**src/common/cfg_pkg.sv**
```systemverilog
// constants and carrier types for the configuration index/data access unit
package cfg_pkg;
    // i/o addresses of the port pair
    localparam logic [15:0] IO_INDEX_LO  = 16'h002e;
    localparam logic [15:0] IO_DATA_LO   = 16'h002f;
    localparam logic [15:0] IO_INDEX_HI  = 16'h004e;
    localparam logic [15:0] IO_DATA_HI   = 16'h004f;
    // configuration indices
    localparam logic [7:0]  IDX_BANK_SEL = 8'h07;
    localparam logic [7:0]  IDX_GLB_LO   = 8'h20;
    localparam logic [7:0]  IDX_GLB_HI   = 8'h2f;
    localparam logic [7:0]  IDX_BANKED   = 8'h30;
    localparam logic [7:0]  IDX_DMA0     = 8'h74;
    localparam logic [7:0]  IDX_DMA1     = 8'h75;
    // values
    localparam logic [7:0]  RESET_BYTE   = 8'h00;
    localparam logic [7:0]  DMA_NONE     = 8'h04;
    localparam logic [7:0]  ACT_MASK     = 8'h01;
    localparam int          NUM_BANKS    = 13;
    localparam logic [7:0]  BANK_LAST    = 8'h0c;
    localparam int          NUM_GLOBAL   = 16;

    // bank numbers of the logical devices
    typedef enum logic [3:0] {
        BANK_FLOPPY    = 4'h0,
        BANK_PRINTER   = 4'h1,
        BANK_SERIAL2   = 4'h2,
        BANK_SERIAL1   = 4'h3,
        BANK_WAKEUP    = 4'h4,
        BANK_MOUSE     = 4'h5,
        BANK_KEYBOARD  = 4'h6,
        BANK_GPIO      = 4'h7,
        BANK_TWO_WIRE  = 4'h8,
        BANK_FAN       = 4'h9,
        BANK_WATCH     = 4'ha,
        BANK_JOYSTICK  = 4'hb,
        BANK_MUSIC     = 4'hc
    } cfg_bank_e;

    // internal 8-bit i/o cycle as bridged from the host bus
    typedef struct packed {
        logic        rd;
        logic        wr;
        logic [15:0] addr;
        logic [7:0]  wdata;
    } cfg_io_s;
endpackage : cfg_pkg

```
**src/cfg_index_data.sv**
```systemverilog
// configuration index/data register access unit
//------------------------------------------------------------------------------
// How it works
// strap at reset picks 2Eh/2Fh or 4Eh/4Fh
// index pointer read/write, resets to 00h
// data port forwards to pointed register
// only index 30h reaches selected bank
// index 07h selects one of 13 banks
// banks 00h-0Ch map to fixed logical devices
// unimplemented writes ignored, reads return 00h
// unimplemented 74h/75h read back 04h
// accessible after the third clock edge after reset ends
// registers read/write, reserved bits read 0
// host preserves reserved bits by read-modify-write
// host writes write-only registers plainly
// activation bit 0 at 30h, rest reserved
// indices 20h-2Fh global, bank independent
// 8-bit i/o read and write bridged
// inactive device registers and resources unused
// reserved bank value makes banked access unimplemented
//------------------------------------------------------------------------------
`timescale 1ns/100ps
`default_nettype none
module cfg_index_data (
    // clock and reset
    input  wire logic                   clk,
    input  wire logic                   reset_n,
    // strap pin
    input  wire logic                   port_address_strap,
    // internal i/o cycle from the host bridge
    input  wire cfg_pkg::cfg_io_s       io,
    output logic                        io_hit,
    output logic [7:0]                  io_rdata,
    // per-device activation to the functional blocks
    output logic [cfg_pkg::NUM_BANKS-1:0] device_enable
);
    // strap runs through both synchroniser stages before it is caught
    typedef enum logic [3:0] {
        ST_FILL   = 4'b0001,
        ST_SETTLE = 4'b0010,
        ST_CATCH  = 4'b0100,
        ST_RUN    = 4'b1000
    } cfg_state_e;

    typedef struct packed {
        cfg_state_e                           st;
        logic [1:0]                           strap_sync;
        logic                                 high_base;
        logic [7:0]                           config_pointer;
        logic [7:0]                           bank_number;
        logic [cfg_pkg::NUM_BANKS-1:0]        act;
        logic [cfg_pkg::NUM_GLOBAL-1:0][7:0]  global_reg;
        logic [7:0]                           rdata;
    } cfg_state_s;

    cfg_state_s r;
    cfg_state_s next_r;

    function automatic logic bank_ok(input logic [7:0] b);
        return b <= cfg_pkg::BANK_LAST;
    endfunction

    //--------------------------------------------------------------------------
    // address decode
    //--------------------------------------------------------------------------
    logic [15:0] index_addr;
    logic [15:0] data_addr;
    logic        sel_index;
    logic        sel_data;
    logic [7:0]  ptr;
    logic        is_bank_sel;
    logic        is_global;
    logic        is_act;
    logic [3:0]  glb_slot;
    logic [3:0]  bank_slot;
    logic [7:0]  window_rd;

    assign index_addr = r.high_base ? cfg_pkg::IO_INDEX_HI : cfg_pkg::IO_INDEX_LO;
    assign data_addr  = r.high_base ? cfg_pkg::IO_DATA_HI : cfg_pkg::IO_DATA_LO;
    assign sel_index  = io.addr == index_addr;
    assign sel_data   = io.addr == data_addr;
    assign ptr        = r.config_pointer;
    assign is_bank_sel = ptr == cfg_pkg::IDX_BANK_SEL;
    assign is_global  = ptr >= cfg_pkg::IDX_GLB_LO && ptr <= cfg_pkg::IDX_GLB_HI;
    assign is_act     = ptr == cfg_pkg::IDX_BANKED && bank_ok(r.bank_number);
    assign glb_slot   = ptr[3:0];
    assign bank_slot  = r.bank_number[3:0];

    // read mux of the data window
    always_comb begin
        window_rd = cfg_pkg::RESET_BYTE;
        if (is_bank_sel) begin
            window_rd = r.bank_number;
        end else if (is_global) begin
            window_rd = r.global_reg[glb_slot];
        end else if (is_act) begin
            window_rd = {7'h00, r.act[bank_slot]};
        end else if (ptr == cfg_pkg::IDX_DMA0 || ptr == cfg_pkg::IDX_DMA1) begin
            window_rd = cfg_pkg::DMA_NONE;
        end
    end

    //--------------------------------------------------------------------------
    // next state
    //--------------------------------------------------------------------------
    always_comb begin
        next_r = r;
        next_r.strap_sync = {r.strap_sync[0], port_address_strap};
        unique case (r.st)
            ST_FILL: begin
                next_r.st = ST_SETTLE;
            end
            ST_SETTLE: begin
                next_r.st = ST_CATCH;
            end
            ST_CATCH: begin
                next_r.high_base = r.strap_sync[1];
                next_r.st        = ST_RUN;
            end
            ST_RUN: begin
                if (io.wr && sel_index) begin
                    next_r.config_pointer = io.wdata;
                end else if (io.wr && sel_data) begin
                    if (is_bank_sel) begin
                        next_r.bank_number = io.wdata;
                    end else if (is_global) begin
                        next_r.global_reg[glb_slot] = io.wdata;
                    end else if (is_act) begin
                        next_r.act[bank_slot] = io.wdata[0];
                    end
                end
                if (io.rd && sel_index) begin
                    next_r.rdata = r.config_pointer;
                end else if (io.rd && sel_data) begin
                    next_r.rdata = window_rd;
                end
            end
            default: begin
                next_r.st = ST_FILL;
            end
        endcase
    end

    always_ff @(posedge clk or negedge reset_n) begin
        if (!reset_n) begin
            r.st             <= ST_FILL;
            r.strap_sync     <= 2'b00;
            r.high_base      <= 1'b0;
            r.config_pointer <= cfg_pkg::RESET_BYTE;
            r.bank_number    <= cfg_pkg::RESET_BYTE;
            r.act            <= '0;
            r.global_reg     <= '0;
            r.rdata          <= cfg_pkg::RESET_BYTE;
        end else begin
            r <= next_r;
        end
    end

    //--------------------------------------------------------------------------
    // outputs
    //--------------------------------------------------------------------------
    assign io_hit        = (r.st == ST_RUN) && (sel_index || sel_data);
    assign io_rdata      = r.rdata;
    assign device_enable = r.act;

    //--------------------------------------------------------------------------
    // checks
    //--------------------------------------------------------------------------
    a_pointer_readback: assert property (@(posedge clk) disable iff (!reset_n)
        (r.st == ST_RUN && io.wr && sel_index) ##1 (io.rd && sel_index && !io.wr)
        |=> io_rdata == $past(io.wdata, 2))
        else $error("index read differs from last write");
    a_strap_base: assert property (@(posedge clk) disable iff (!reset_n)
        r.st == ST_CATCH |=> r.high_base == $past(port_address_strap, 3))
        else $error("strap not caught for port base");
    a_unimpl_read: assert property (@(posedge clk) disable iff (!reset_n)
        (r.st == ST_RUN && io.rd && sel_data && !is_bank_sel && !is_global && !is_act
         && ptr != 8'h74 && ptr != 8'h75) |=> io_rdata == 8'h00)
        else $error("unimplemented read not zero");
    a_dma_none: assert property (@(posedge clk) disable iff (!reset_n)
        (r.st == ST_RUN && io.rd && sel_data && (ptr == 8'h74 || ptr == 8'h75))
        |=> io_rdata == 8'h04)
        else $error("dma index not 04h");
    a_act_write: assert property (@(posedge clk) disable iff (!reset_n)
        (r.st == ST_RUN && io.wr && sel_data && ptr == 8'h30 && r.bank_number < 8'h0d)
        |=> device_enable[$past(bank_slot)] == $past(io.wdata[0]))
        else $error("activation bit not written");
    a_reserved_bank: assert property (@(posedge clk) disable iff (!reset_n)
        (r.st == ST_RUN && io.wr && sel_data && ptr == 8'h30 && r.bank_number > 8'h0c)
        |=> $stable(device_enable))
        else $error("reserved bank changed activation");
    a_bank_write: assert property (@(posedge clk) disable iff (!reset_n)
        (r.st == ST_RUN && io.wr && sel_data && ptr == 8'h07)
        |=> r.bank_number == $past(io.wdata))
        else $error("bank select not written");
    a_ready_soon: assert property (@(posedge clk) disable iff (!reset_n)
        $rose(reset_n) |-> ##[0:3] r.st == ST_RUN)
        else $error("not ready after reset");
    a_global_bank: assert property (@(posedge clk) disable iff (!reset_n)
        (r.st == ST_RUN && io.rd && sel_data && is_global)
        |=> io_rdata == $past(r.global_reg[glb_slot]))
        else $error("global read wrong");
    a_global_fixed: assert property (@(posedge clk) disable iff (!reset_n)
        (r.st == ST_RUN && io.wr && sel_data && ptr == 8'h07) |=> $stable(r.global_reg))
        else $error("bank select changed global registers");
    a_index_write: assert property (@(posedge clk) disable iff (!reset_n)
        (r.st == ST_RUN && io.wr && sel_index) |=> r.config_pointer == $past(io.wdata))
        else $error("index write not taken");
    a_read_hold: assert property (@(posedge clk) disable iff (!reset_n)
        !(r.st == ST_RUN && io.rd && (sel_index || sel_data)) |=> $stable(io_rdata))
        else $error("read data moved without a read");
    a_unimpl_write: assert property (@(posedge clk) disable iff (!reset_n)
        (r.st == ST_RUN && io.wr && sel_data && ptr != 8'h07 && ptr != 8'h30
         && !(ptr >= 8'h20 && ptr <= 8'h2f))
        |=> $stable(r.bank_number) && $stable(r.global_reg) && $stable(r.act))
        else $error("unimplemented write took effect");
endmodule : cfg_index_data
`default_nettype wire

```
**config.mk**
```make
export PLATFORM = sky130hd
export DESIGN_NAME = cfg_index_data
export DESIGN_NICKNAME = d
export VERILOG_FILES = /design/src/common/cfg_pkg.sv /design/src/cfg_index_data.sv
export SDC_FILE = /design/constraint.sdc
export NUM_CORES = 1
export LEC_CHECK = 0
export BUFFER_PORTS_ARGS = -buffer_cell sky130_fd_sc_hd__buf_2
export CAP_MARGIN = 20
export CORE_ASPECT_RATIO = 1.5
export CORE_MARGIN = 5
export CORE_UTILIZATION = 40
export CTS_CLUSTER_DIAMETER = 200
export DETAILED_ROUTE_END_ITERATION = 10
export PLACE_DENSITY = 0.61
export SYNTH_ARGS = -nofsm -noshare
export SYNTH_HDL_FRONTEND = slang
export SYNTH_SLANG_ARGS = --single-unit
```
**constraint.sdc**
```tcl
create_clock -name clk -period 6.88 [get_ports clk]
set_input_delay 1.376 -clock clk [delete_from_list [all_inputs] [get_ports clk]]
set_output_delay 1.376 -clock clk [all_outputs]
set_load 0.02 [all_outputs]
```
==> results of run 1 <==
[state kept, by name, summed over array words and instances, names as in the netlist]
register       count
r                138
device_enable     13
io_rdata           8
bank_slot          4
ptr                8
next_r             1
[cell usage after synthesis, drive strengths merged (7+ instances only)]
| library cell | number |
|---|---|
| mux4 | 40 |
| o21ai | 11 |
| clkbuf | 23 |
| mux2 | 159 |
| nor3 | 11 |
| nor4b | 8 |
| or3 | 11 |
| nand3 | 8 |
| nor2 | 12 |
| nand2 | 39 |
| a31oi | 8 |
| dfrtp | 171 |
| buf | 30 |
| nor4 | 7 |
[stage by stage]
step                util [%]  power [uW]  worst slack [ps]  std cells  hold WS, ps
floorplan                  -        1040              3080        577          331
global placement        42.2        1080              2900        841          337
detailed placement      42.2        1080              2890        841          341
CTS                     45.0        2010              2890        873          358
global route            45.1        2060              2720        874          366
finish                  45.1        1990              2910        874          357
[critical path, delay by kind of cell]
family	cells	cell delay (ps)
simple gates	3	730
buf+inv	2	260
compound gates	1	220
[final timing paths]
check / slack [ps] / startpoint / end
worst max register to register: 3850 / ptr[0]$_DFFE_PN0P_ / r[156]$_DFFE_PN0P_
min in group asynchronous: 740 / reset_n / r[153]$_DFFE_PN0P_
worst min register to register: 360 / next_r[167]$_DFF_PN0_ / r[167]$_DFF_PN0_
worst min-delay path: 360 / next_r[167]$_DFF_PN0_ / r[167]$_DFF_PN0_
worst max-delay path: 2910 / io[12] / io_hit
max in group asynchronous: 5160 / reset_n / r[54]$_DFFE_PN0P_
[power breakdown]
part / internal, uW / total (uW) / switching (uW) / leakage [uW]
Combinational: 10.3 / 46.6 / 36.3 / 0.00168
Clock: 484 / 931 / 447 / 0.000286
Sequential: 1010 / 1010 / 0.490 / 0.00237
[logic make-up (layout without fill, tap and decap cells)]
logic type	after synthesis	in the layout	share of synthesized area, %
muxes	201	201	32.9
DFF	172	172	52.1
and+or+nand+nor	119	119	9.04
buffers and inverters	57	90	3.82
AOI/OAI and AO/OA	27	27	2.01
xor gates and xnor gates	1	1	0.106
[metal layers]
layer,vias up,global-route usage [%]
li1,2175,-
met1,2600,19.3
met2,126,30.1
met3,26,3.39
met4,0,5.88
met5,-,0
[cell type report]
type | count | area (um2) | area share, %
timing repair buffer | 54 | 307 | 3.34
clock buffer | 17 | 425 | 4.64
sequential | 172 | 4310 | 47.0
inverter | 4 | 15.0 | 0.164
multi-input combinational | 348 | 3640 | 39.7
clock inverter | 15 | 149 | 1.62
tap | 264 | 330 | 3.60
[layout by cell type (no fill, tap or decap), drive strengths merged, types with 4 or more instances in the layout]
cell type and instances:
nand2 39, o21ai 11, nor3b 4, mux4 40, a31oi 8, mux2 159, clkinv 6, nor4 7
dfrtp 171, nor2 12, nor4b 8, nor3 11, or3 11, nand3 8, nand2b 6, buf 54
inv 13, clkbuf 17
==> results.yml, run 1 <==
setup_path:
  reg2reg_depth: 5
  critical_path_arrival_ps: 2590
  required_ps: 5500
  path_cells: "buf_2 -> nor4_1 -> o211ai_1 -> or2_2 -> nor2_1 -> buf_2"
  cp_slowest_cell: "or2_2"
  slowest_delay_ps: 370
  critPathCaptureType: "output port"
  crit_type: "input pin to output port"
  crit_fanout: 5
  cpMostUsedCell: "buf_2"
  startpoint_type: "input pin"
routing:
  drt_iter0_drc: 280
  drc: 0
  num_vias: 4927
  highest_layer: "met4"
  via_per_inst: 5.64
  wl_met3_um: 723
  met1_length_um: 7310
  drtAntennaViolNets: 0
  dr_wl_met2_um: 9900
  wl_per_cell_um: 21.1
  dr.pass1.iters: 4
  wl_um: 18400
synthesis:
  synth_area_um2: 8260
  synthFlopType: "dfrtp_1"
  synth.area.top_cells: "dfrtp_1 52%, mux2_2 21%, mux4_2 11%, buf_4 2.0%, nand2_1 1.6%"
  synthDistinctLibCells: 44
  synth_cells: 577
  async_flop_share_pct: 100
  syn_avg_cell_area_um2: 14.3
  ys_ff_latch: 172
  synth_top_area_share_pct: 51.8
  synth_warnings: 0
  yosysSeqAreaShare_pct: 52.1
  synth_edf_count: 0
  synth_fp_nets: 606
  yosys.area.top_type: "dfrtp_1"
pwr:
  ir_worst_vdd_uv: 170
  cellPowerDensity_nw_per_um2: 217
  p_leak_uw: 0.00434
final_layout:
  antennaDiodeCount: 0
  finalNetCount: 626
  fillers: 1824
  final_area_um2: 9180
  area_delta_synth_final_pct: 11.1
  drive_above_1_share_pct: 49.5
floorplan:
  die_y_um: 186
  num_io_pins: 51
  fp.dieArea_um2: 23700
  core-area_um2: 20300
  die_w_um: 127
  std_cell_rows: 64
  initial_utilization_pct: 40.6
cts:
  clockBufferDepth: 2
  clk_latency_ps: 430
  cts_inserted_buffers: 17
  holdBufCountCts: 0
  cts_setup_buffers: 0
  cts_tree: "yes"
  htree_levels: 4
  clockRootBuffer: "clkbuf_16"
  cts_resized: 0
  clock_sinks: 172
  clk_pin_slew_worst_paths_ps: 70
grt:
  grt_max_degree: 113
  grt_antenna_before_repair: 0
  grt_usage_pct: 16.6
  grt_overflow: 0
  grt_pass1_wl_um: 30600
  grt_pass1_vias: 5429
placement:
  port_buffers: 50
  dp_hpwl_um: 12800
  place_congestion: 0.856
  placed_cell_area_um2: 8570
sta:
  slew-limit-headroom_pct: 36.3
  finalSetupViolCount: 0
  fmax_mhz: 252
  tns_ps: 0
  maxSlewViolCount: 0
  min_period_over_period_pct: 57.6
  tightest_slew_ps: 947
  layout_min_cycle_time_ps: 3970
  fin_worst_skew_ps: 16.1
  final-hold-violation-count: 0
  rsz0062_at_grt: "false"
run:
  max-cap-violations: 0
worst_hold_path:
  min_path_type: "flip-flop to flip-flop"
  holdPathStages: 0
status:
  status: "completed"
Note: power is estimated with default switching activity, not from simulation.
==> inputs of run 2 (changes only) <==
==> constraint.sdc (replaced) <==
create_clock -name clk -period 4 [get_ports clk]
set_input_delay 0.8 -clock clk [delete_from_list [all_inputs] [get_ports clk]]
set_output_delay 0.8 -clock clk [all_outputs]
set_load 0.02 [all_outputs]
==> run 2 against run 1 <==
  * Clock skew fell by 2.3 ps
  * Sequential cell count stayed put
  * Utilization up 0.28 points
  * Final cell count is 0.46% higher
  * Critical path depth stayed put
  * Global-route usage fell by 0.29 points
  * Worst hold slack worse by 140 ps
  * Combinational power is 78% higher
  * Total power increased by 75%
  * Via count is 1.2% lower
  * Critical endpoint is now r[24]$_DFFE_PN0P_
  * Largest power group unchanged
==> results.yml, run 2 (synthesis gave the netlist of run 1 again) <==
placement:
  place_ws_ps: 643
  place_congestion: 0.843
  port_buffers: 50
  dp_hpwl_um: 12700
floorplan:
  initial_utilization_pct: 40.6
  std_cell_rows: 64
  num_io_pins: 51
  die_w_um: 127
  fp.dieArea_um2: 23700
  die_y_um: 186
  core-area_um2: 20300
routing:
  via_per_inst: 5.54
  dr.pass1.iters: 5
  wl_per_cell_um: 20.7
  wl_um: 18200
  num_vias: 4868
  drtAntennaViolNets: 0
  drc: 0
  drt_iter0_drc: 255
grt:
  grt_antenna_before_repair: 0
  grt_max_degree: 111
  grt_overflow: 0
  grt_pass1_vias: 5287
  grt_usage_pct: 16.3
  grt_pass1_wl_um: 29700
final_layout:
  final_common_cell: "dfrtp_1"
  final_cell_mix: "169 x dfrtp_1, 151 x mux2_2, 49 x buf_2, 39 x mux4_2, 36 x nand2_1"
  fillers: 1848
  finalNetCount: 630
  largest_reg_flops: 138
  area_delta_synth_final_pct: 11.8
  antennaDiodeCount: 0
  drive_above_1_share_pct: 49.8
  top_register: "r"
cts:
  cts_resized: 0
  htree_levels: 4
  cts_tree: "yes"
  clockRootBuffer: "clkbuf_16"
  cts_setup_buffers: 0
  holdBufCountCts: 0
  clk_pin_slew_worst_paths_ps: 80
  clk_latency_ps: 430
  cts_inserted_buffers: 17
  clockBufferDepth: 2
  clock_sinks: 172
setup_path:
  crit_fanout: 8
  critPathCaptureType: "flip-flop"
  rrSetupSlack_ps: 1030
  required_ps: 4300
  critical_path_arrival_ps: 3270
  crit_type: "flip-flop to flip-flop"
  r2r-start: "r[169]$_DFFE_PN0P_"
  reg2reg_depth: 6
  rr_endpoint: "r[24]$_DFFE_PN0P_"
  startpoint_type: "flip-flop"
pwr:
  cellPowerDensity_nw_per_um2: 377
  total_power_uw: 3480
  p_leak_uw: 0.00437
  ir_worst_vdd_uv: 286
sta:
  finalSetupViolCount: 0
  slew-limit-headroom_pct: 46.3
  rsz0062_at_grt: "false"
  fmax_mhz: 337
  min_period_over_period_pct: 74.3
  tns_ps: 0
  maxSlewViolCount: 0
  fin_hold_ws_ps: 221
  fin_ws_ps: 1030
  fin_worst_skew_ps: 13.9
  final-hold-violation-count: 0
  layout_min_cycle_time_ps: 2970
  tightest_slew_ps: 806
worst_hold_path:
  min_path_type: "input pin to asynchronous set/reset pin"
run:
  max-cap-violations: 0
status:
  status: "completed"
-- run 2: cell types whose count changed in the layout (fill, tap and decap cells not counted), sizes merged --
cell / before / now
buf: 54 / 58
bufinv: 0 / 1
clkinv: 6 / 5
clkinvlp: 0 / 1
inv: 13 / 12
-- run 2: worst max path at each step --
stage / startpoint / to / slack (ps) / depth (start not counted)
6_report: r[169]$_DFFE_PN0P_ / r[24]$_DFFE_PN0P_ / 1030 / 6
5_1_grt: r[169]$_DFFE_PN0P_ / r[45]$_DFFE_PN0P_ / 900 / 6
4_1_cts: r[169]$_DFFE_PN0P_ / r[24]$_DFFE_PN0P_ / 1000 / 6
3_5_place_dp: io[12] / device_enable[6]$_DFFE_PN0P_ / 640 / 7
3_3_place_gp: io[12] / device_enable[5]$_DFFE_PN0P_ / 710 / 7
2_1_floorplan: io[23] / device_enable[7]$_DFFE_PN0P_ / 1080 / 7
-- run 2: per-stage QoR --
stage	instances	utilization [%]	cell area, um2
global placement	845	42.3	8600
global route	878	45.4	9230
floorplan	577	-	8260
finish	878	45.4	9230
CTS	877	45.3	9210
detailed placement	845	42.3	8600
-- run 2: routing by layer --
layer  vias up  part of all wire [%]  wire (um)  track usage [%]
met5         -                     0          0                0
li1       2179                     -          -                -
met3        24                   4.0        728             2.96
met4         0                   2.1        375             5.97
met1      2542                    39       7100             19.0
met2       123                    55       9970             29.7
-- run 2: worst max-delay path, stage by stage (launching register included) --
cell,delay (ps)
dfrtp_1,420
nor4b_2,540
nand4_1,230
or4_4,510
nor2b_1,320
nand2_1,410
mux2_2,410
-- run 2: cell type report --
| type | count | area [um2] | share of cell area [%] |
|---|---|---|---|
| inverter | 4 | 15.0 | 0.163 |
| clock inverter | 15 | 176 | 1.91 |
| timing repair buffer | 58 | 337 | 3.65 |
| clock buffer | 17 | 425 | 4.61 |
| multi-input combinational | 348 | 3640 | 39.4 |
| sequential | 172 | 4310 | 46.7 |
| tap | 264 | 330 | 3.58 |
-- run 2: report_power, final --
part	internal, uW	switching (uW)	leakage, uW
clock network	896	766	0.000295
registers	1740	0.693	0.00237
logic	19.0	64.0	0.00170
==> inputs of run 3 (changes only) <==
==> constraint.sdc (replaced) <==
create_clock -name clk -period 2.8 [get_ports clk]
set_input_delay 0.56 -clock clk [delete_from_list [all_inputs] [get_ports clk]]
set_output_delay 0.56 -clock clk [all_outputs]
set_load 0.02 [all_outputs]
==> run 3 against run 2 <==
  * Final area increased by 3.1%
  * Total power increased by 42%
  * Critical path depth increased by 1
  * Critical endpoint is now device_enable[9]$_DFFE_PN0P_
==> results.yml, run 3 (synthesis gave the netlist of run 1 again) <==
status:
  status: "completed"
setup_path:
  cpMostUsedCell: "or4_4"
  critical_path_arrival_ps: 3030
  path_cells: "or4_4 -> nor3_2 -> o2111ai_1 -> or4_4 -> buf_4 -> nor3_1 -> mux2_1"
  critPathTopFamily: "simple AND/OR/NAND/NOR gates"
  cp_slowest_cell: "or4_4"
  slowest_delay_ps: 570
  startpoint_type: "flip-flop"
  rrSetupSlack_ps: 80
  r2r-start: "ptr[0]$_DFFE_PN0P_"
  rr_endpoint: "device_enable[9]$_DFFE_PN0P_"
  critPathCaptureType: "flip-flop"
  reg2reg_depth: 7
  required_ps: 3100
  cp.depth: 7
  crit_fanout: 9
  crit_buf_inv: 1
  crit_type: "flip-flop to flip-flop"
final_layout:
  final_cell_mix: "169 x dfrtp_1, 151 x mux2_2, 49 x buf_2, 41 x buf_4, 39 x mux4_2"
  top_register: "r"
  drive_above_1_share_pct: 52.5
  utilization_pct: 46.8
  finalNetCount: 666
  antennaDiodeCount: 0
  final_common_cell: "dfrtp_1"
  largest_reg_flops: 138
  final_area_um2: 9520
  area_delta_synth_final_pct: 15.2
  fillers: 1821
sta:
  final-hold-violation-count: 0
  tns_ps: 0
  layout_min_cycle_time_ps: 2720
  tightest_slew_ps: 698
  rsz0062_at_grt: "false"
  maxSlewViolCount: 0
  min_period_over_period_pct: 97.3
  slew-limit-headroom_pct: 53.4
  fin_hold_ws_ps: 103
  finalSetupViolCount: 0
  fmax_mhz: 367
  fin_worst_skew_ps: 8.76
cts:
  clk_latency_ps: 430
  cts_inserted_buffers: 17
  clockBufferDepth: 2
  cts_tree: "yes"
  clock_sinks: 172
  clockRootBuffer: "clkbuf_16"
  htree_levels: 4
  clk_pin_slew_worst_paths_ps: 70
pwr:
  p_leak_uw: 0.00453
  combPwrFrac_pct: 2.4
  net-switching-power_uw: 1070
  switching_share_pct: 21.5
  ir_worst_vdd_uv: 465
  clkPwrFrac_pct: 47.4
  seq_power_share_pct: 50.2
  cellPowerDensity_nw_per_um2: 521
  p_int_uw: 3890
placement:
  place_congestion: 0.889
  port_buffers: 50
  dp_hpwl_um: 13300
  placed_cell_area_um2: 8920
worst_hold_path:
  min_path_type: "input pin to asynchronous set/reset pin"
grt:
  grt_pass1_vias: 5586
  grt_overflow: 0
  grt_antenna_before_repair: 0
  grt_max_degree: 62
  grt_pass1_wl_um: 30800
  grt_usage_pct: 16.8
floorplan:
  std_cell_rows: 64
  die_w_um: 127
  initial_utilization_pct: 40.6
  fp.dieArea_um2: 23700
  die_y_um: 186
  num_io_pins: 51
  core-area_um2: 20300
routing:
  wl_per_cell_um: 20.3
  drc: 0
  via_per_inst: 5.54
  wl_um: 18600
  num_vias: 5067
  drt_iter0_drc: 293
  dr.pass1.iters: 8
  drtAntennaViolNets: 0
run:
  max-cap-violations: 0
==> run 3: power by group through the flow <==
stage / clock, uW / sequential [uW] / combinational (uW)
finish: 2350 / 2490 / 118
global route: 2510 / 2490 / 137
CTS: 2410 / 2490 / 123
detailed placement: 0 / 2530 / 123
global placement: 0 / 2530 / 117
floorplan: 0 / 2530 / 23.6
==> run 3: cell type report <==
| class | instances | area [um2] | share of cell area, % |
|---|---|---|---|
| flip-flops and latches | 172 | 4310 | 45.2 |
| multi-input cells | 348 | 3650 | 38.3 |
| repair buffers | 94 | 624 | 6.56 |
| clock buffers | 21 | 460 | 4.84 |
| well taps | 264 | 330 | 3.47 |
| clock inverters | 11 | 135 | 1.42 |
| inverters | 4 | 15.0 | 0.158 |
==> run 3: through the flow <==
stage	instances	power [uW]	setup slack (ps)
floorplan	577	2560	124
detailed placement	882	2660	-272
global route	914	5140	2.19
CTS	914	5020	88.5
finish	914	4960	76.4
global placement	882	2650	-138
==> run 3: what timing repair did <==
action,4_1_cts,5_1_grt
endpoints found under the hold margin,0,0
resized for setup,0,1
setup endpoints to repair,0,1
hold buffers,0,0
buffers inserted,0,0
==> run 3: routing by layer <==
| layer | share of wire [%] | global-route usage (%) |
|---|---|---|
| met5 | 0 | 0 |
| met1 | 40 | 20.1 |
| met4 | 2.9 | 6.87 |
| met3 | 3.6 | 2.93 |
| met2 | 54 | 29.8 |
==> run 3: worst max-delay path by stage <==
stage,to,startpoint
after floorplan,device_enable[7]$_DFFE_PN0P_,io[23]
after global placement,device_enable[5]$_DFFE_PN0P_,io[12]
after detailed placement,device_enable[9]$_DFFE_PN0P_,io[12]
after CTS,device_enable[9]$_DFFE_PN0P_,ptr[0]$_DFFE_PN0P_
after global routing,device_enable[9]$_DFFE_PN0P_,r[165]$_DFFE_PN0N_
final,device_enable[9]$_DFFE_PN0P_,ptr[0]$_DFFE_PN0P_
